File: config.mk
export PLATFORM = sky130hd
export DESIGN_NAME = dpram_host
export DESIGN_NICKNAME = d
export VERILOG_FILES = /design/src/core/dpram_host_pkg.sv /design/src/core/dpram_host.sv /design/src/core/access_timer.sv
export VERILOG_INCLUDE_DIRS = /design/src /design/src/core
export SDC_FILE = /design/constraint.sdc
export NUM_CORES = 1
export LEC_CHECK = 0
export ABC_CLOCK_PERIOD_IN_PS = 3200
export BUFFER_PORTS_ARGS = -buffer_cell sky130_fd_sc_hd__buf_2
export CELL_PAD_IN_SITES_DETAIL_PLACEMENT = 0
export CELL_PAD_IN_SITES_GLOBAL_PLACEMENT = 2
export CORE_MARGIN = 5
export CORE_UTILIZATION = 29
export DETAILED_ROUTE_END_ITERATION = 6
export PLACE_DENSITY = 0.92
export SYNTH_ARGS = -nofsm -noshare
export SYNTH_HDL_FRONTEND = slang
export SYNTH_SLANG_ARGS = --single-unit
File: constraint.sdc
create_clock -name clock_i -period 3.2 [get_ports clock_i]
set_input_delay 0.64 -clock clock_i [delete_from_list [all_inputs] [get_ports clock_i]]
set_output_delay 0.64 -clock clock_i [all_outputs]
set_load 0.03 [all_outputs]
File: src/core/dpram_host_map.svh
`ifndef DPRAM_HOST_MAP_SVH
`define DPRAM_HOST_MAP_SVH

// Pin and timer widths
`define ADDR_W        13
`define DATA_W        8
`define SEM_SEL_W     3
`define TMR_W         4

// Clock period and access timing in ns
`define T_CLK_NS      8
`define T_SETTLE_NS   45
`define T_WPULSE_NS   40
`define T_RACCESS_NS  55
`define T_WHOLD_NS    25

// Cycle counts, least times rounded up
`define SETTLE_CYC    ((`T_SETTLE_NS + `T_CLK_NS - 1) / `T_CLK_NS)
`define WPULSE_CYC    ((`T_WPULSE_NS + `T_CLK_NS - 1) / `T_CLK_NS)
`define RACCESS_CYC   ((`T_RACCESS_NS + `T_CLK_NS - 1) / `T_CLK_NS)
`define WHOLD_CYC     ((`T_WHOLD_NS + `T_CLK_NS - 1) / `T_CLK_NS)

// Reset values of pin drivers and semaphore data patterns
`define ADDR_RST      13'h0000
`define DATA_RST      8'h00
`define DATA_ONES     8'hff
`define DATA_ZERO     8'h00

`endif

File: src/core/dpram_host_pkg.sv
package dpram_host_pkg;
   typedef enum logic [1:0] {
      CMD_MEM_READ,
      CMD_MEM_WRITE,
      CMD_SEM_READ,
      CMD_SEM_WRITE
   } cmd_kind_t;

   typedef enum logic [2:0] {
      ST_IDLE,
      ST_SETTLE,
      ST_STROBE,
      ST_HOLD
   } host_state_t;
endpackage

File: src/core/dpram_host.sv
`include "dpram_host_map.svh"

// Behaviour
// - Slave busy input high allows operation; low blocks writes on that port.
// - Hold address and enable until busy settles before starting write strobe.
// - Use exactly one master when widening the data path.
// - Depth expansion ANDs active-low busy outputs into array busy.
// - Flags active low: write zero requests, same port writes one releases.
module dpram_host
   import dpram_host_pkg::*;
(
   // Clock and reset
   input  wire logic                 clock_i,
   input  wire logic                 sys_rst_i,
   // User command
   input  wire logic                 cmd_valid_i,
   input  wire cmd_kind_t            cmd_kind_i,
   input  wire logic [`ADDR_W-1:0]   cmd_addr_i,
   input  wire logic [`DATA_W-1:0]   cmd_wdata_i,
   output logic                      cmd_ready_o,
   // User response
   output logic                      rsp_valid_o,
   output logic [`DATA_W-1:0]        rsp_rdata_o,
   output logic                      rsp_busy_o,
   output logic                      rsp_token_o,
   // User configuration
   input  wire logic                 master_mode_i,
   input  wire logic                 write_inhibit_i,
   output logic                      mailbox_pending_o,
   // Device port pins
   output logic                      mem_enable_n_o,
   output logic                      flag_space_select_n_o,
   output logic                      rw_n_o,
   output logic                      out_enable_n_o,
   output logic [`ADDR_W-1:0]        addr_o,
   input  wire logic [`DATA_W-1:0]   data_i,
   output logic [`DATA_W-1:0]        data_o,
   output logic                      data_oe_o,
   input  wire logic                 busy_n_i,
   output logic                      busy_n_o,
   output logic                      busy_oe_o,
   output logic                      ms_select_o,
   input  wire logic                 mailbox_irq_n_i
);
   host_state_t        state_r;
   cmd_kind_t          kind_r;
   logic               tmr_load;
   logic [`TMR_W-1:0]  tmr_count;
   logic               tmr_done;
   logic               is_write;
   logic               is_sem;
   logic               busy_hit;

   assign is_write = (kind_r == CMD_MEM_WRITE) || (kind_r == CMD_SEM_WRITE);
   assign is_sem   = (kind_r == CMD_SEM_READ) || (kind_r == CMD_SEM_WRITE);
   // Master busy low stalls the access until the other side is done
   assign busy_hit = ms_select_o && !busy_n_i;

   access_timer u_timer (
      .clock_i   (clock_i),
      .sys_rst_i (sys_rst_i),
      .load_i    (tmr_load),
      .count_i   (tmr_count),
      .done_o    (tmr_done)
   );

   // -------------------------------------------------------------------------
   // Interval selection
   // -------------------------------------------------------------------------
   always_comb begin
      tmr_load  = 1'b0;
      tmr_count = '0;
      case (state_r)
         ST_IDLE: begin
            tmr_load  = cmd_valid_i && cmd_ready_o;
            tmr_count = `TMR_W'(`SETTLE_CYC);
         end
         ST_SETTLE: begin
            tmr_load  = tmr_done && !busy_hit;
            tmr_count = is_write ? `TMR_W'(`WPULSE_CYC) : `TMR_W'(`RACCESS_CYC);
         end
         ST_STROBE: begin
            tmr_load  = tmr_done;
            tmr_count = `TMR_W'(`WHOLD_CYC);
         end
         default: begin
            tmr_load  = 1'b0;
            tmr_count = '0;
         end
      endcase
   end

   // -------------------------------------------------------------------------
   // Access sequencer
   // -------------------------------------------------------------------------
   always_ff @(posedge clock_i) begin
      if (sys_rst_i) begin
         state_r <= ST_IDLE;
         kind_r  <= CMD_MEM_READ;
      end else begin
         case (state_r)
            ST_IDLE: begin
               if (cmd_valid_i && cmd_ready_o) begin
                  kind_r  <= cmd_kind_i;
                  state_r <= ST_SETTLE;
               end
            end
            ST_SETTLE: begin
               if (tmr_done && !busy_hit) begin
                  state_r <= ST_STROBE;
               end
            end
            ST_STROBE: begin
               if (tmr_done) begin
                  state_r <= ST_HOLD;
               end
            end
            ST_HOLD: begin
               if (tmr_done) begin
                  state_r <= ST_IDLE;
               end
            end
            default: state_r <= ST_IDLE;
         endcase
      end
   end

   // -------------------------------------------------------------------------
   // Enables, address and data pins
   // -------------------------------------------------------------------------
   always_ff @(posedge clock_i) begin
      if (sys_rst_i) begin
         mem_enable_n_o        <= 1'b1;
         flag_space_select_n_o <= 1'b1;
         addr_o                <= `ADDR_RST;
         data_o                <= `DATA_RST;
         data_oe_o             <= 1'b0;
      end else if (state_r == ST_IDLE && cmd_valid_i && cmd_ready_o) begin
         if (cmd_kind_i == CMD_SEM_READ || cmd_kind_i == CMD_SEM_WRITE) begin
            flag_space_select_n_o <= 1'b0;
            addr_o <= {{(`ADDR_W-`SEM_SEL_W){1'b0}}, cmd_addr_i[`SEM_SEL_W-1:0]};
            data_o <= cmd_wdata_i[0] ? `DATA_ONES : `DATA_ZERO;
         end else begin
            mem_enable_n_o <= 1'b0;
            addr_o         <= cmd_addr_i;
            data_o         <= cmd_wdata_i;
         end
         data_oe_o <= (cmd_kind_i == CMD_MEM_WRITE) || (cmd_kind_i == CMD_SEM_WRITE);
      end else if (state_r == ST_HOLD && tmr_done) begin
         // Both enables high again: port drops to standby
         mem_enable_n_o        <= 1'b1;
         flag_space_select_n_o <= 1'b1;
         data_oe_o             <= 1'b0;
      end
   end

   // -------------------------------------------------------------------------
   // Strobes
   // -------------------------------------------------------------------------
   always_ff @(posedge clock_i) begin
      if (sys_rst_i) begin
         rw_n_o         <= 1'b1;
         out_enable_n_o <= 1'b1;
      end else if (state_r == ST_SETTLE && tmr_done && !busy_hit) begin
         rw_n_o         <= !is_write;
         out_enable_n_o <= is_write;
      end else if (state_r == ST_STROBE && tmr_done) begin
         // Dropping output enable lets the next semaphore read relatch
         rw_n_o         <= 1'b1;
         out_enable_n_o <= 1'b1;
      end
   end

   // -------------------------------------------------------------------------
   // Handshake and response
   // -------------------------------------------------------------------------
   always_ff @(posedge clock_i) begin
      if (sys_rst_i) begin
         cmd_ready_o <= 1'b0;
         rsp_valid_o <= 1'b0;
         rsp_rdata_o <= `DATA_RST;
         rsp_busy_o  <= 1'b0;
         rsp_token_o <= 1'b0;
      end else begin
         rsp_valid_o <= state_r == ST_HOLD && tmr_done;
         if (state_r == ST_IDLE && cmd_valid_i && cmd_ready_o) begin
            cmd_ready_o <= 1'b0;
            rsp_busy_o  <= 1'b0;
         end else if (state_r == ST_IDLE) begin
            cmd_ready_o <= 1'b1;
         end
         if (state_r == ST_SETTLE && busy_hit) begin
            rsp_busy_o <= 1'b1;
         end
         if (state_r == ST_SETTLE && is_write && !ms_select_o && write_inhibit_i) begin
            rsp_busy_o <= 1'b1;
         end
         if (state_r == ST_STROBE && tmr_done && !is_write) begin
            rsp_rdata_o <= data_i;
            // Flag reads back replicated; all zeros means this side holds it
            rsp_token_o <= is_sem && (data_i == `DATA_ZERO);
         end
      end
   end

   // -------------------------------------------------------------------------
   // Busy pin, mode select and mailbox
   // -------------------------------------------------------------------------
   always_ff @(posedge clock_i) begin
      if (sys_rst_i) begin
         ms_select_o       <= 1'b0;
         busy_n_o          <= 1'b1;
         busy_oe_o         <= 1'b0;
         mailbox_pending_o <= 1'b0;
      end else begin
         ms_select_o       <= master_mode_i;
         busy_oe_o         <= !master_mode_i;
         busy_n_o          <= !write_inhibit_i;
         mailbox_pending_o <= !mailbox_irq_n_i;
      end
   end

   // -------------------------------------------------------------------------
   // Checks
   // -------------------------------------------------------------------------
   logic [7:0] sel_cnt_r;

   always_ff @(posedge clock_i) begin
      if (sys_rst_i) begin
         sel_cnt_r <= '0;
      end else if (mem_enable_n_o && flag_space_select_n_o) begin
         sel_cnt_r <= '0;
      end else if (sel_cnt_r != 8'hff) begin
         sel_cnt_r <= sel_cnt_r + 8'h01;
      end
   end

   standby_after_rsp_a: assert property (@(posedge clock_i) disable iff (sys_rst_i)
      rsp_valid_o |-> mem_enable_n_o && flag_space_select_n_o)
      else $error("Port not in standby after access");
   write_settle_a: assert property (@(posedge clock_i) disable iff (sys_rst_i)
      $fell(rw_n_o) |-> sel_cnt_r >= 8'(`SETTLE_CYC))
      else $error("Write strobe before busy settle time");
   no_strobe_busy_a: assert property (@(posedge clock_i) disable iff (sys_rst_i)
      ($fell(rw_n_o) || $fell(out_enable_n_o)) && ms_select_o |-> $past(busy_n_i))
      else $error("Strobe started while master busy low");
   busy_dir_a: assert property (@(posedge clock_i) disable iff (sys_rst_i)
      $rose(busy_oe_o) |-> !ms_select_o ##0 busy_n_o == !$past(write_inhibit_i))
      else $error("Busy pin direction or level wrong");
   sem_addr_a: assert property (@(posedge clock_i) disable iff (sys_rst_i)
      !flag_space_select_n_o |-> addr_o[`ADDR_W-1:`SEM_SEL_W] == '0)
      else $error("Semaphore access with high address bits set");
   sem_data_a: assert property (@(posedge clock_i) disable iff (sys_rst_i)
      !flag_space_select_n_o && data_oe_o |-> data_o == `DATA_ZERO || data_o == `DATA_ONES)
      else $error("Semaphore write data not uniform");
   one_space_a: assert property (@(posedge clock_i) disable iff (sys_rst_i)
      !(!mem_enable_n_o && !flag_space_select_n_o))
      else $error("Memory and semaphore selected together");
   wpulse_len_a: assert property (@(posedge clock_i) disable iff (sys_rst_i)
      $fell(rw_n_o) |-> !rw_n_o [*5] ##1 rw_n_o)
      else $error("Write pulse length wrong");
   rsp_pulse_a: assert property (@(posedge clock_i) disable iff (sys_rst_i)
      rsp_valid_o |=> !rsp_valid_o && cmd_ready_o)
      else $error("Response not a single pulse");

   sem_write_c: cover property (@(posedge clock_i) disable iff (sys_rst_i)
      $fell(rw_n_o) && !flag_space_select_n_o);
   mem_read_c: cover property (@(posedge clock_i) disable iff (sys_rst_i)
      rsp_valid_o && !rsp_busy_o && $past(kind_r == CMD_MEM_READ));
   busy_stall_c: cover property (@(posedge clock_i) disable iff (sys_rst_i)
      state_r == ST_SETTLE && busy_hit ##1 state_r == ST_SETTLE);
   slave_inhibit_c: cover property (@(posedge clock_i) disable iff (sys_rst_i)
      rsp_valid_o && rsp_busy_o && !ms_select_o);
endmodule

File: src/core/access_timer.sv
`include "dpram_host_map.svh"

module access_timer (
   // Clock and reset
   input  wire logic                clock_i,
   input  wire logic                sys_rst_i,
   // Control
   input  wire logic                load_i,
   input  wire logic [`TMR_W-1:0]   count_i,
   output logic                     done_o
);
   logic [`TMR_W-1:0] cnt_r;

   always_ff @(posedge clock_i) begin
      if (sys_rst_i) begin
         cnt_r <= '0;
      end else if (load_i) begin
         cnt_r <= count_i;
      end else if (cnt_r > `TMR_W'(1)) begin
         cnt_r <= cnt_r - `TMR_W'(1);
      end
   end

   // Expiry holds until the next load, so a stalled owner can wait it out
   assign done_o = (cnt_r == `TMR_W'(1));
endmodule

== Yosys cells after proc, flatten, opt, wreduce, memory -nomap -nowiden ==
Cells that the tools add are included.
Storage, ports and cells
  register bits after elaboration: 51
  logic and storage cells: 100
Cells by class
  add/subtract/negate cells: 1
  order comparisons: 1
  eq/ne operators: 16
  mux-type cells: 26
  reduce and logical (&&, ||, !) cells: 37
Operators by type and width (count)
  $mux W8: 2
  $logic_and A1 B1 Y1: 15
  $mux W1: 13
  $mux W13: 1
  $mux W3: 4
  $pmux W3 S4: 1
  $ne A2 B2 Y1 const B: 5
  $pmux W3 S3: 1
  $eq A2 B2 Y1 const B: 4
  $logic_not A8 Y1: 1
  $mux W4: 2
  $logic_not A1 Y1: 7
  $eq A3 B2 Y1 const B: 2
  $reduce_and A2 Y1: 3
  $reduce_bool A2 Y1: 3
  $eq A2 B1 Y1 const B: 2
  $eq A4 B1 Y1 const B: 1
  $gt A4 B1 Y1 const B: 1
  $logic_or A1 B1 Y1: 4
  $reduce_and A4 Y1: 1
  $sub A4 B1 Y4 const B: 1
  $eq A3 B1 Y1 const B: 1
  $logic_not A3 Y1: 1
  $pmux W1 S3: 1
  4 further kinds: 4

== Longest topological paths before layout ==
Gate-level depths: netlist of run 1.
  depth after elaboration: 6
  depth in mapped cells: 8
  gate-level depth less buffers: 6

== Hierarchy ==
Synthesis of run 1 repeated with hierarchy kept, for this count alone.
Second synthesis, totals
  cell total of the unflattened synthesis: 239
  area, all modules: 2190.9 um^2
Modules (own cells, without submodules)
  dpram_host: times used 1, cells an instance 208, area an instance 1913.1 um^2, sequential area each 920.9 um^2
  access_timer: times used 1, cells an instance 31, area an instance 277.8 um^2, sequential area each 80.1 um^2

== Worst setup path after synthesis of run 1 ==
No wires, ideal clock.
  kind: reg-to-reg
  start: register u_timer.cnt_r[0]
  end: register u_timer.cnt_r[0]
  setup time: 72 ps
  data arrival time: 1803 ps
  required time: 3128 ps
  setup slack: 1326 ps
  cell stages (with the launch flop): 7
  period minus slack after synthesis: 1874 ps
  cell sequence: dfxtp_1 -> ha_1 -> or3b_1 -> or3b_1 -> buf_2 -> a31oi_1 -> mux2i_1
On the way
  cells in the longest elaborated chain, start to end: 4
  elaborated cells on any way between the ends: 8
RTL lines
  from (decl): line access_timer.sv:12  | logic [`TMR_W-1:0] cnt_r;
  from (signal assigned): line access_timer.sv:18  | cnt_r <= count_i;
  from (signal assigned): line access_timer.sv:20  | cnt_r <= cnt_r - `TMR_W'(1);
  branches (longest 4 deep; another with $sub A4 B1 Y4)
Several ways; the timed one is not identified. The select of a mux whose other input is x is not followed.
A chain may end at the register's enable or synchronous reset.

== Worst setup path after layout of run 1 ==
Same ends and word-level chain as after synthesis.

==> results summary, run 1 <==
The pre-CTS worst setup slack is 1.217 ns. Ranked by total cell area, the synthesized netlist is headed by sky130_fd_sc_hd__dfxtp_1 48%, sky130_fd_sc_hd__mux2i_1 9.7%, sky130_fd_sc_hd__nand2_1 5.4%, sky130_fd_sc_hd__a21oi_1 4.6%, sky130_fd_sc_hd__nor2_1 4.3%. The placed standard-cell area came out at 0.002546 mm^2. The launch point of the worst hold path is addr_o[7].

The overall power of the completed layout is 1.885 mW. The count of non-filler cells in the finished layout is 398. The accumulated negative setup slack came out at 0 ns.

The net switching power figure came out at roughly 0.66 mW. Pin placement for this block handled 80 I/O pins. The depth of the CTS H-tree came out at 2. The count of nets left with antenna violations once routing finished came out at 0. In this run the worst hold path is classified as register to register. The worst-margin pin slew came out at 0.5680 ns. The number of antenna violations at the first check in global routing came out at 0. In this run the vertical extent of the chip is 94.55 um. The length in cells of the worst reg-to-reg path is 5. The largest fanout of any net on the critical path came out at 5. The final critical-path required period came out at 2.040 ns. The fraction of power consumed by combinational cells came out at 0.350. The later pin in the worst-skew pair is clocked with a latency of 0.29 ns.

The smallest setup slack after layout came out at 1.160 ns. The total overflow reported by the global router came out at 0. The routed layout has 1,805 vias. The commonest cells after synthesis are 50 x sky130_fd_sc_hd__dfxtp_1, 30 x sky130_fd_sc_hd__nand2_1, 24 x sky130_fd_sc_hd__nor2_1. The maximum number of pins on one net before global-route repair is 29. After floorplanning, the core was sized to cover 0.006869 mm^2.

The number of cell rows is 30. The sequential cell area came out at roughly 0.001 mm^2. The synthesis-to-layout area growth is 28.24%. The multi-input combinational cell area is 984.7 um^2. After clock tree synthesis, the setup repair step added 0 buffers. The maximum vdd drop came out at between 200 and 300 uV. Of the post-synthesis cell area, the dominant cell type holds 0.4828. The starting DRC count in detailed routing is 39.

The post-synthesis cell type count is 39. The DRC violation count after routing came out at 0. The placed wire-length estimate is roughly 3800 um. The routed wire length came out at slightly above 5000 um. The total global-route track usage came out at 0.1174. The layout cell share with drive strength beyond 1 came out at 0.3113. Setup repair after global routing left no endpoint under its margin. The flow ran to the end, and the final reports show no timing, DRC or antenna violations. The worst path required time is 3.43 ns. The element type at the critical path end is a register.

The number of buffers inserted during clock tree synthesis came out at 5. The number of warnings printed during yosys synthesis came out at 0. The critical path is of the register to register type. The synthesized area per cell came out at around 9 um^2. By instance count, the leading cell after synthesis is sky130_fd_sc_hd__dfxtp_1. The cell chosen for the clock root is sky130_fd_sc_hd__clkbuf_8. The count of fill cells added during filler insertion is around 720.

The worst hold path terminates at addr_o[7]. The flip-flop and latch count after synthesis is 50. The fmax is 0.4902 GHz. In this run, synthesis inferred 0 flip-flops with an integrated enable. The net switching fraction of the power came out at 0.3517. The share of total power dissipated in sequential elements is 0.415. The hold path depth is 2. The mapped cell area is ~0.0021 mm^2. The via count of the first global-routing pass came out at 1,746. The worst register-to-register path begins at u_timer.cnt_r[0].

In this run the tool buffered the top-level ports with 79 buffer cells. Measured against its own limit, the worst slew margin works out to 0.6209. The final hold slack is 0.4492 ns. The number of hold violations in the final report came out at 0. The max-slew violation count was 0. Once layout is done, the placed cells without fillers occupy roughly 0.0027 mm^2. The first-pass iteration count of the detailed router is 4. The worst setup skew after layout came out at 0.003134 ns.

For this configuration, the core starts out at a cell density of 0.3018. The part of the Yosys area used for sequential elements is 0.4828. Setup violations remaining at the end of the flow were counted as 0.

The core utilization of the finished layout is 0.3871. STA classifies the critical path startpoint as a register. Power spread over the standard cell area amounts to around 700 mW/mm^2. The flop-to-flop setup slack is 1.16 ns. The placer congestion estimate is roughly 0.74. The detailed-route vias per instance came out at about 4.5. Counting every net in the synthesized netlist gives 274. The final worst-path cycle share is 0.6375. The routed length per placed instance came out at 13.02 um. The TritonCTS clock tree is yes. In the synthesized netlist the dominant register cell turns out to be sky130_fd_sc_hd__dfxtp_1. The number of hold-repair buffers added at the cts stage is 0. The total number of clock tree sinks came out at 50. The first global-routing pass estimated 8355 um of wire. Cell internal power was estimated by the tool at 1.222 mW. The analysis attributes to cell leakage a power of 1.172 nW.

The biggest area consumer among synthesized cells is sky130_fd_sc_hd__dfxtp_1. The count of cells resized by post-cts repair came out at 0. Counting flops with an async set or reset pin after synthesis yields a share of 0. The data arrival at the endpoint of the critical path is 2.27 ns. The cell count after synthesis came out at 230. The total die area is 0.008940 mm^2. The instance count after placement with tap cells included is 391. The worst register-to-register path ends at u_timer.cnt_r[0].

The clock slew at the register clock pins of the worst setup and hold paths is about 0.08 ns. The net count of the finished layout is 346. The number of antenna diodes in the final layout is 0.

Of the total power, the clock network draws 0.236. The maximum buffer depth of the clock tree came out at 2. The die outline width came out at 94.55 um. Across the run, the number of max-cap violations was 0.
## worst max-delay path, stage by stage, from the launching register on
cell	delay, ns
sky130_fd_sc_hd__dfxtp_1	0.43
sky130_fd_sc_hd__ha_1	0.25
sky130_fd_sc_hd__or3b_1	0.38
sky130_fd_sc_hd__or3b_1	0.44
sky130_fd_sc_hd__a31oi_1	0.28
sky130_fd_sc_hd__mux2i_1	0.20
## sequential cells by signal, indices dropped and copies added, names as in the netlist, 2 cells and up
register	flops
rsp_rdata_o	8
data_o	8
u_timer.cnt_r	4
state_r	2
kind_r	2
addr_o	13
## power by group through the flow
stage,clock [mW],combinational (mW),sequential (mW)
floorplan,0,0.389,0.895
global placement,0,0.665,0.792
detailed placement,0,0.666,0.795
CTS,0.468,0.670,0.781
global route,0.496,0.734,0.794
finish,0.444,0.659,0.782
## worst max-delay path by stage
stage,startpoint,end,slack (ns),cells after the start
after floorplan,u_timer.cnt_r[0],u_timer.cnt_r[0],1.33,6
after global placement,u_timer.cnt_r[0],u_timer.cnt_r[1],1.24,5
after detailed placement,u_timer.cnt_r[0],u_timer.cnt_r[0],1.22,5
after CTS,u_timer.cnt_r[0],u_timer.cnt_r[0],1.18,5
after global routing,u_timer.cnt_r[0],rsp_rdata_o[0],1.06,5
final,u_timer.cnt_r[0],u_timer.cnt_r[0],1.16,5
## metal layers
metal	track usage	wire (um)	up-vias
met3	0.03904	371	4
met2	0.1897	2326	51
li1	-	-	937
met4	0.03125	31	0
met5	0	0	-
met1	0.1503	2452	813
## cells in the final DEF (no fill, tap or decap), types with 2 or more instances in the layout
| cell | netlist | routed |
|---|---|---|
| sky130_fd_sc_hd__a211oi_1 | 7 | 7 |
| sky130_fd_sc_hd__a21oi_1 | 19 | 19 |
| sky130_fd_sc_hd__a31oi_1 | 2 | 2 |
| sky130_fd_sc_hd__buf_2 | 1 | 79 |
| sky130_fd_sc_hd__buf_4 | 0 | 3 |
| sky130_fd_sc_hd__clkbuf_8 | 0 | 6 |
| sky130_fd_sc_hd__dfxtp_1 | 50 | 50 |
| sky130_fd_sc_hd__ha_1 | 6 | 6 |
| sky130_fd_sc_hd__inv_1 | 5 | 5 |
| sky130_fd_sc_hd__mux2i_1 | 20 | 20 |
| sky130_fd_sc_hd__nand2_1 | 30 | 30 |
| sky130_fd_sc_hd__nand2b_1 | 3 | 3 |
| sky130_fd_sc_hd__nand3_1 | 2 | 2 |
| sky130_fd_sc_hd__nand3b_1 | 11 | 11 |
| sky130_fd_sc_hd__nor2_1 | 24 | 24 |
| sky130_fd_sc_hd__nor2b_1 | 2 | 2 |
| sky130_fd_sc_hd__nor3_1 | 4 | 4 |
| sky130_fd_sc_hd__o21ai_0 | 5 | 5 |
| sky130_fd_sc_hd__or3_1 | 2 | 2 |
| sky130_fd_sc_hd__or3b_1 | 2 | 2 |
## cell families after synthesis
| kind of cell | Yosys count | synth area share |
|---|---|---|
| flip-flops | 50 | 0.4828 |
| AND/OR/NAND/NOR | 90 | 0.2197 |
| multiplexers | 20 | 0.09656 |
| adder cells (fa/ha/maj) | 6 | 0.03621 |
| XOR/XNOR | 1 | 0.004225 |
| buffers and inverters | 23 | 0.04224 |
| AO/OA/AOI/OAI | 40 | 0.1183 |
## area by class of cell
type / count / share of cell area
clock buffers: 6 / 0.03106
multi-input cells: 157 / 0.3704
inverters: 6 / 0.008471
well taps: 96 / 0.04518
clock inverters: 1 / 0.01129
flip-flops and latches: 50 / 0.3765
repair buffers: 82 / 0.1572
(Power assumes the default switching activity.)
==> run 2, diff against run 1 <==
--- a/config.mk
+++ b/config.mk
@@ -6,14 +6,14 @@
 export SDC_FILE = /design/constraint.sdc
 export NUM_CORES = 1
 export LEC_CHECK = 0
-export ABC_CLOCK_PERIOD_IN_PS = 3200
+export ABC_CLOCK_PERIOD_IN_PS = 2140
 export BUFFER_PORTS_ARGS = -buffer_cell sky130_fd_sc_hd__buf_2
 export CELL_PAD_IN_SITES_DETAIL_PLACEMENT = 0
 export CELL_PAD_IN_SITES_GLOBAL_PLACEMENT = 2
 export CORE_MARGIN = 5
-export CORE_UTILIZATION = 29
+export CORE_UTILIZATION = 27
 export DETAILED_ROUTE_END_ITERATION = 6
-export PLACE_DENSITY = 0.92
+export PLACE_DENSITY = 0.88
 export SYNTH_ARGS = -nofsm -noshare
 export SYNTH_HDL_FRONTEND = slang
 export SYNTH_SLANG_ARGS = --single-unit
==> constraint.sdc (replaced) <==
create_clock -name clock_i -period 2.14 [get_ports clock_i]
set_input_delay 0.428 -clock clock_i [delete_from_list [all_inputs] [get_ports clock_i]]
set_output_delay 0.428 -clock clock_i [all_outputs]
set_load 0.03 [all_outputs]
==> results summary, run 2 (same netlist as run 1, synthesis figures left out) <==
The run finished with clean final reports. The routed wire length came out at 5164 um (-0.37%). The number of cell rows came to 32 (+6.7%). The count of input and output buffers came out at 79 (unchanged).

The largest registers in the layout are addr_o: 13 flops, data_o: 8 flops, rsp_rdata_o: 8 flops. The clock network latency to the later pin of the worst-skew pair is 0.30 ns (about the same). Ranked by flip-flop count, first place goes to addr_o.

By startpoint and endpoint, the worst setup path is classified as register to register. Setup repair after global routing left no endpoint under its margin. The total number of clock tree sinks came to 50 (unchanged). The final worst-path cycle share is 0.9118 (+0.2744). The height of the die came out at 97.63 um (+3.3%). The number of hold-repair buffers added at the cts stage is 0 (unchanged). The path class of the tightest hold or removal check is input pin to register.

The worst slew slack as a fraction of its limit was 0.6203 (about the same). The fmax is 0.5125 GHz (+4.5%). The total global-route track usage was 0.1124 (-0.005053). TritonCTS built the clock tree.

The count of nets after finishing came to 347 (+0.29%). The placed standard-cell area is 0.002561 mm^2 (+0.59%). The worst-margin pin slew came out at 0.5689 ns (+0.0009027 ns). The DRC violation count after routing is 0 (unchanged). The first-pass iteration count of the detailed router came out at 4 (unchanged). The clock slew at the register clock pins of the worst setup and hold paths is 0.09 ns (about the same). The count of fill cells added during filler insertion came out at 837 (+16%). Leaving out fill and tap cells, the most frequent cell in the layout is sky130_fd_sc_hd__buf_2. The core utilization of the finished layout is 0.3523 (-0.03476). The data arrival at the endpoint of the critical path came out at 2.17 ns (-0.10 ns). The flip-flop count of the largest register after layout is 13 (unchanged). The number of antenna violations at the first check in global routing came out at 0 (unchanged).

The setup-violating endpoint count in the final report came out at 0 (unchanged). The accumulated negative setup slack is 0 ns (unchanged). The power per unit of standard cell area is 1053 mW/mm^2 (+49%). The via count of the first global-routing pass was 1,931 (+11%).

The cell leakage power was 1.172 nW (about the same). STA classifies the critical path endpoint as a register. The maximum number of pins on one net before global-route repair came out at 33 (+14%). The count of nets left with antenna violations after detail routing came out at 0 (unchanged). The detailed-route vias per instance came to 4.500 (-0.78%).

The pre-CTS worst setup slack is 0.1477 ns (-1.069 ns). The instance count after placement with tap cells included came out at 398 (+1.8%). The first-pass GRT wire length is 8997 um (+7.7%). The via total after detailed routing came to 1,827 (+1.2%). The number of buffers inserted during clock tree synthesis came to 5 (unchanged). The placed wire-length estimate is 3757 um (-1.1%). The max-capacitance violation count came to 0 (unchanged). STA classifies the critical path startpoint as a register. The overall power of the completed layout came to 2.822 mW (+50%). The total die area was 0.009531 mm^2 (+6.6%). The smallest setup slack after layout came to 0.1887 ns (-0.9714 ns). The layout cell share with drive strength beyond 1 was 0.3191 (+0.007821). The depth of the CTS H-tree was 2 (unchanged). The total overflow reported by the global router came out at 0 (unchanged).

Clock tree synthesis selected as its root buffer the cell sky130_fd_sc_hd__clkbuf_8. The final critical-path required period was 1.951 ns (-0.08856 ns). The worst path required time was 2.35 ns (-1.08 ns). The worst setup skew after layout was 0.009336 ns (+0.006202 ns). The starting DRC count in detailed routing came to 46 (+18%). The final hold slack is 0.2713 ns (-0.1778 ns).

The antenna diode count came to 0 (unchanged). The routed length per placed instance is 12.72 um (-2.3%). In the layout the commonest cells are 79 x sky130_fd_sc_hd__buf_2, 50 x sky130_fd_sc_hd__dfxtp_1, 30 x sky130_fd_sc_hd__nand2_1, 24 x sky130_fd_sc_hd__nor2_1, 20 x sky130_fd_sc_hd__mux2i_1.

The starting density of the core is 0.2725 (-0.02929). The number of top-level design ports is 80 (unchanged). The die outline width came to 97.63 um (+3.3%). The maximum buffer depth of the clock tree is 2 (unchanged). The placer congestion estimate came out at 0.7697 (+4.1%).

The number of post-CTS setup repair buffers is 0 (unchanged). The area of all placed cells without fillers is 0.002680 mm^2 (+0.80%). The largest fanout of any net on the critical path is 5 (unchanged). The count of non-filler cells in the finished layout is 406 (+2.0%). The number of hold violations in the final report is 0 (unchanged). The max-slew violation count came out at 0 (unchanged). The core area was 0.007607 mm^2 (+11%). The maximum vdd drop was 313.3 uV (+25%). Compared with the post-synthesis result, the final layout area differs by 29.27%. The count of cells resized by post-cts repair came out at 0 (unchanged).
[run 2: changes by cell type in the layout (fill, tap and decap cells not counted)]
cell                         delta
sky130_fd_sc_hd__a31oi_1        -1
sky130_fd_sc_hd__a31oi_2        +1
sky130_fd_sc_hd__buf_4          +1
sky130_fd_sc_hd__clkbuf_1       +1
sky130_fd_sc_hd__clkbuf_8       -1
sky130_fd_sc_hd__clkinvlp_4     +1
sky130_fd_sc_hd__or3b_1         -1
sky130_fd_sc_hd__or3b_4         +1
[run 2: cell type report]
cell class,count,area (um^2),area share
Inverter,6,22.52,0.008403
Clock buffer,6,72.57,0.02708
Multi-Input combinational cell,157,993.5,0.3707
Tap cell,102,127.6,0.04762
Clock inverter,2,37.54,0.01401
Sequential cell,50,1001,0.3735
Timing Repair Buffer,83,425.4,0.1587
[run 2: path summary, 6_finish.rpt]
path | start | end | slack, ns | depth (start not counted)
max | u_timer.cnt_r[0] | u_timer.cnt_r[2] | 0.19 | 5
min | mailbox_irq_n_i | mailbox_pending_o | 0.27 | 2
max reg2reg | u_timer.cnt_r[0] | u_timer.cnt_r[2] | 0.19 | 5
min reg2reg | addr_o[3] | addr_o[3] | 0.45 | 2
[run 2: per-layer routing]
metal	wire [um]	vias to the layer above	GRT usage
met1	2376	829	0.1337
met4	56	0	0.03301
met2	2352	58	0.1856
met3	379	4	0.04594
met5	0	-	0
li1	-	936	-
[run 2: critical path, cell delays in order (launching register included)]
cell and delay (ns):
sky130_fd_sc_hd__dfxtp_1 0.41, sky130_fd_sc_hd__ha_1 0.23, sky130_fd_sc_hd__or3b_1 0.39, sky130_fd_sc_hd__or3b_4 0.42
sky130_fd_sc_hd__a31o_1 0.26, sky130_fd_sc_hd__a31oi_1 0.16
[run 2: power by group]
group	internal, mW	total [mW]	switching [mW]
Clock	0.349	0.655	0.306
Sequential	1.07	1.16	0.0957
Combinational	0.393	1.00	0.609
Total	1.81	2.82	1.01
==> run 3, diff against run 2 <==
--- a/config.mk
+++ b/config.mk
@@ -11,9 +11,10 @@
 export CELL_PAD_IN_SITES_DETAIL_PLACEMENT = 0
 export CELL_PAD_IN_SITES_GLOBAL_PLACEMENT = 2
 export CORE_MARGIN = 5
-export CORE_UTILIZATION = 27
+export CORE_UTILIZATION = 28
+export CTS_BUF_LIST = sky130_fd_sc_hd__clkbuf_4
 export DETAILED_ROUTE_END_ITERATION = 6
-export PLACE_DENSITY = 0.88
+export PLACE_DENSITY = 0.9
 export SYNTH_ARGS = -nofsm -noshare
 export SYNTH_HDL_FRONTEND = slang
 export SYNTH_SLANG_ARGS = --single-unit
==> results summary, run 3 (same netlist as run 1, synthesis figures left out) <==
The flow ran to the end, and the final reports show no timing, DRC or antenna violations. The number of hold-repair buffers added at the cts stage is 0 (unchanged). Setup repair after global routing left no endpoint under its margin. The worst setup path is launched from a register.

The total number of clock tree sinks came out at 50 (unchanged). The clock slew at the register clock pins of the worst setup and hold paths is 0.16 ns (+0.07 ns). The count of nets after finishing is 348 (+0.29%). The routed wire length came out at 5292 um (+2.5%). The placed standard-cell area is 0.002565 mm^2 (+0.15%). The starting DRC count in detailed routing came out at 61 (+33%).

The total overflow reported by the global router is 0 (unchanged). The clock network latency to the later pin of the worst-skew pair was 0.37 ns (+0.07 ns). The area of all placed cells without fillers came out at 0.002651 mm^2 (-1.1%). The placed wire-length estimate came out at 3819 um (+1.6%). The number of cell rows came out at 31 (-3.1%). The maximum buffer depth of the clock tree is 2 (unchanged).

The synthesis-to-layout area growth came out at 27.88%. The hold path depth came out at 2 (unchanged). The DRC violation count after routing is 0 (unchanged). The count of input and output buffers is 79 (unchanged).

The largest fanout of any net on the critical path came out at 5 (unchanged). The height of the die came out at 96.05 um (-1.6%). The smallest setup slack after layout came out at 0.08955 ns (-0.09910 ns). The largest registers in the layout are addr_o: 13 flops, data_o: 8 flops, rsp_rdata_o: 8 flops.

The final hold slack is 0.1746 ns (-0.09680 ns). The routed length per placed instance is 13.10 um (+3.0%). Counting flops per register, the top entry is addr_o. The library cell used most frequently in the layout, excluding fill and tap cells, is sky130_fd_sc_hd__buf_2. The flip-flop count of the largest register after layout is 13 (unchanged). The element type at the critical path end is a register. The cell leakage power came out at 1.168 nW (-0.37%).

The path class of the tightest hold or removal check is input pin to register. The length in cells of the worst reg-to-reg path came to 5 (unchanged). The detailed-route vias per instance is 4.621 (+2.7%). The layout cell share with drive strength beyond 1 came out at 0.3180 (-0.001046). The die outline width is 96.05 um (-1.6%). The data arrival at the endpoint of the critical path is 2.32 ns (+0.15 ns). The accumulated negative setup slack came out at 0 ns (unchanged). The antenna diode count came to 0 (unchanged).

The worst slew slack as a fraction of its limit was 0.7017 (+0.08135). The via total after detailed routing came out at 1,867 (+2.2%). The count of nets left with antenna violations after detail routing came out at 0 (unchanged). The first-pass GRT wire length came out at 8204 um (-8.8%).

The starting density of the core came out at 0.2874 (+0.01484). The worst-margin pin slew is 0.4475 ns (-0.1214 ns). The maximum vdd drop is 344.7 uV (+10%). The total global-route track usage came out at 0.1143 (+0.001916). The overall power of the completed layout is 2.740 mW (-2.9%). Leaving out fill and tap cells, the most frequent cells in the layout are 79 x sky130_fd_sc_hd__buf_2, 50 x sky130_fd_sc_hd__dfxtp_1, 30 x sky130_fd_sc_hd__nand2_1, 24 x sky130_fd_sc_hd__nor2_1, 20 x sky130_fd_sc_hd__mux2i_1. The setup-violating endpoint count in the final report was 0 (unchanged). The final worst-path cycle share is 0.9582 (+0.04631). The count of cells resized by post-cts repair is 0 (unchanged). The first-pass iteration count of the detailed router came out at 6 (+2). The number of post-CTS setup repair buffers is 0 (unchanged). The setup path with the least slack is of type register to register. The max-slew violation count is 0 (unchanged). The number of antenna violations at the first check in global routing was 0 (unchanged). The final critical-path required period came out at 2.050 ns (+0.09910 ns). The number of buffers inserted during clock tree synthesis is 5 (unchanged). The worst setup skew after layout came out at 0.01463 ns (+0.005298 ns). The cell chosen for the clock root is sky130_fd_sc_hd__clkbuf_4. The placer congestion estimate came out at 0.7576 (-1.6%).

The fmax came out at 0.4877 GHz (-4.8%). The depth of the CTS H-tree is 2 (unchanged). The number of hold violations in the final report came out at 0 (unchanged).

The number of top-level design ports is 80 (unchanged). The TritonCTS clock tree is yes. The total die area is 0.009226 mm^2 (-3.2%). The worst path required time was 2.41 ns (+0.06 ns). The pre-CTS worst setup slack is 0.1449 ns (-0.002856 ns). The via count of the first global-routing pass is 1,791 (-7.3%). The power per unit of standard cell area is 1033 mW/mm^2 (-1.9%). The max-capacitance violation count is 0 (unchanged). The core area came out at 0.007214 mm^2 (-5.2%). The maximum number of pins on one net before global-route repair came out at 33 (unchanged).
==> run 3: critical path, stage by stage (launching register included) <==
cell                      delay (ns)
sky130_fd_sc_hd__dfxtp_1        0.43
sky130_fd_sc_hd__ha_1           0.23
sky130_fd_sc_hd__or3b_1         0.41
sky130_fd_sc_hd__or3b_1         0.46
sky130_fd_sc_hd__a31o_1         0.28
sky130_fd_sc_hd__mux2i_1        0.12
==> run 3: worst paths after layout <==
check,start,to,slack (ns)
max,u_timer.cnt_r[0],u_timer.cnt_r[1],0.09
max reg2reg,u_timer.cnt_r[0],u_timer.cnt_r[1],0.09
min,mailbox_irq_n_i,mailbox_pending_o,0.17
min reg2reg,addr_o[8],addr_o[8],0.46
==> run 3: metal layers <==
metal  vias up  track usage  wire length, um
met4         0      0.03199               70
met5         -            0                0
met1       846       0.1414             2385
met3        10      0.03831              456
met2        71       0.1886             2380
li1        940            -                -
==> run 3: through the flow <==
| stage | util | instances |
|---|---|---|
| after floorplan | - | 230 |
| after global placement | 0.3555 | 396 |
| after detailed placement | 0.3555 | 396 |
| after CTS | 0.3666 | 404 |
| after global routing | 0.3675 | 404 |
| final | 0.3675 | 404 |
==> run 3: final cells by class <==
class	count	area (um^2)
timing repair buffer	84	432.9
sequential	50	1001
multi-input combinational	157	991.0
clock buffer	5	37.54
tap	99	123.9
inverter	6	22.52
clock inverter	3	42.54
fill	773	4563
==> run 3: report_power, final <==
group,switching [mW],internal (mW),leakage (nW)
clock,0.310,0.247,0.0432
combinational,0.624,0.393,0.717
sequential,0.0970,1.07,0.408
total,1.03,1.71,1.17
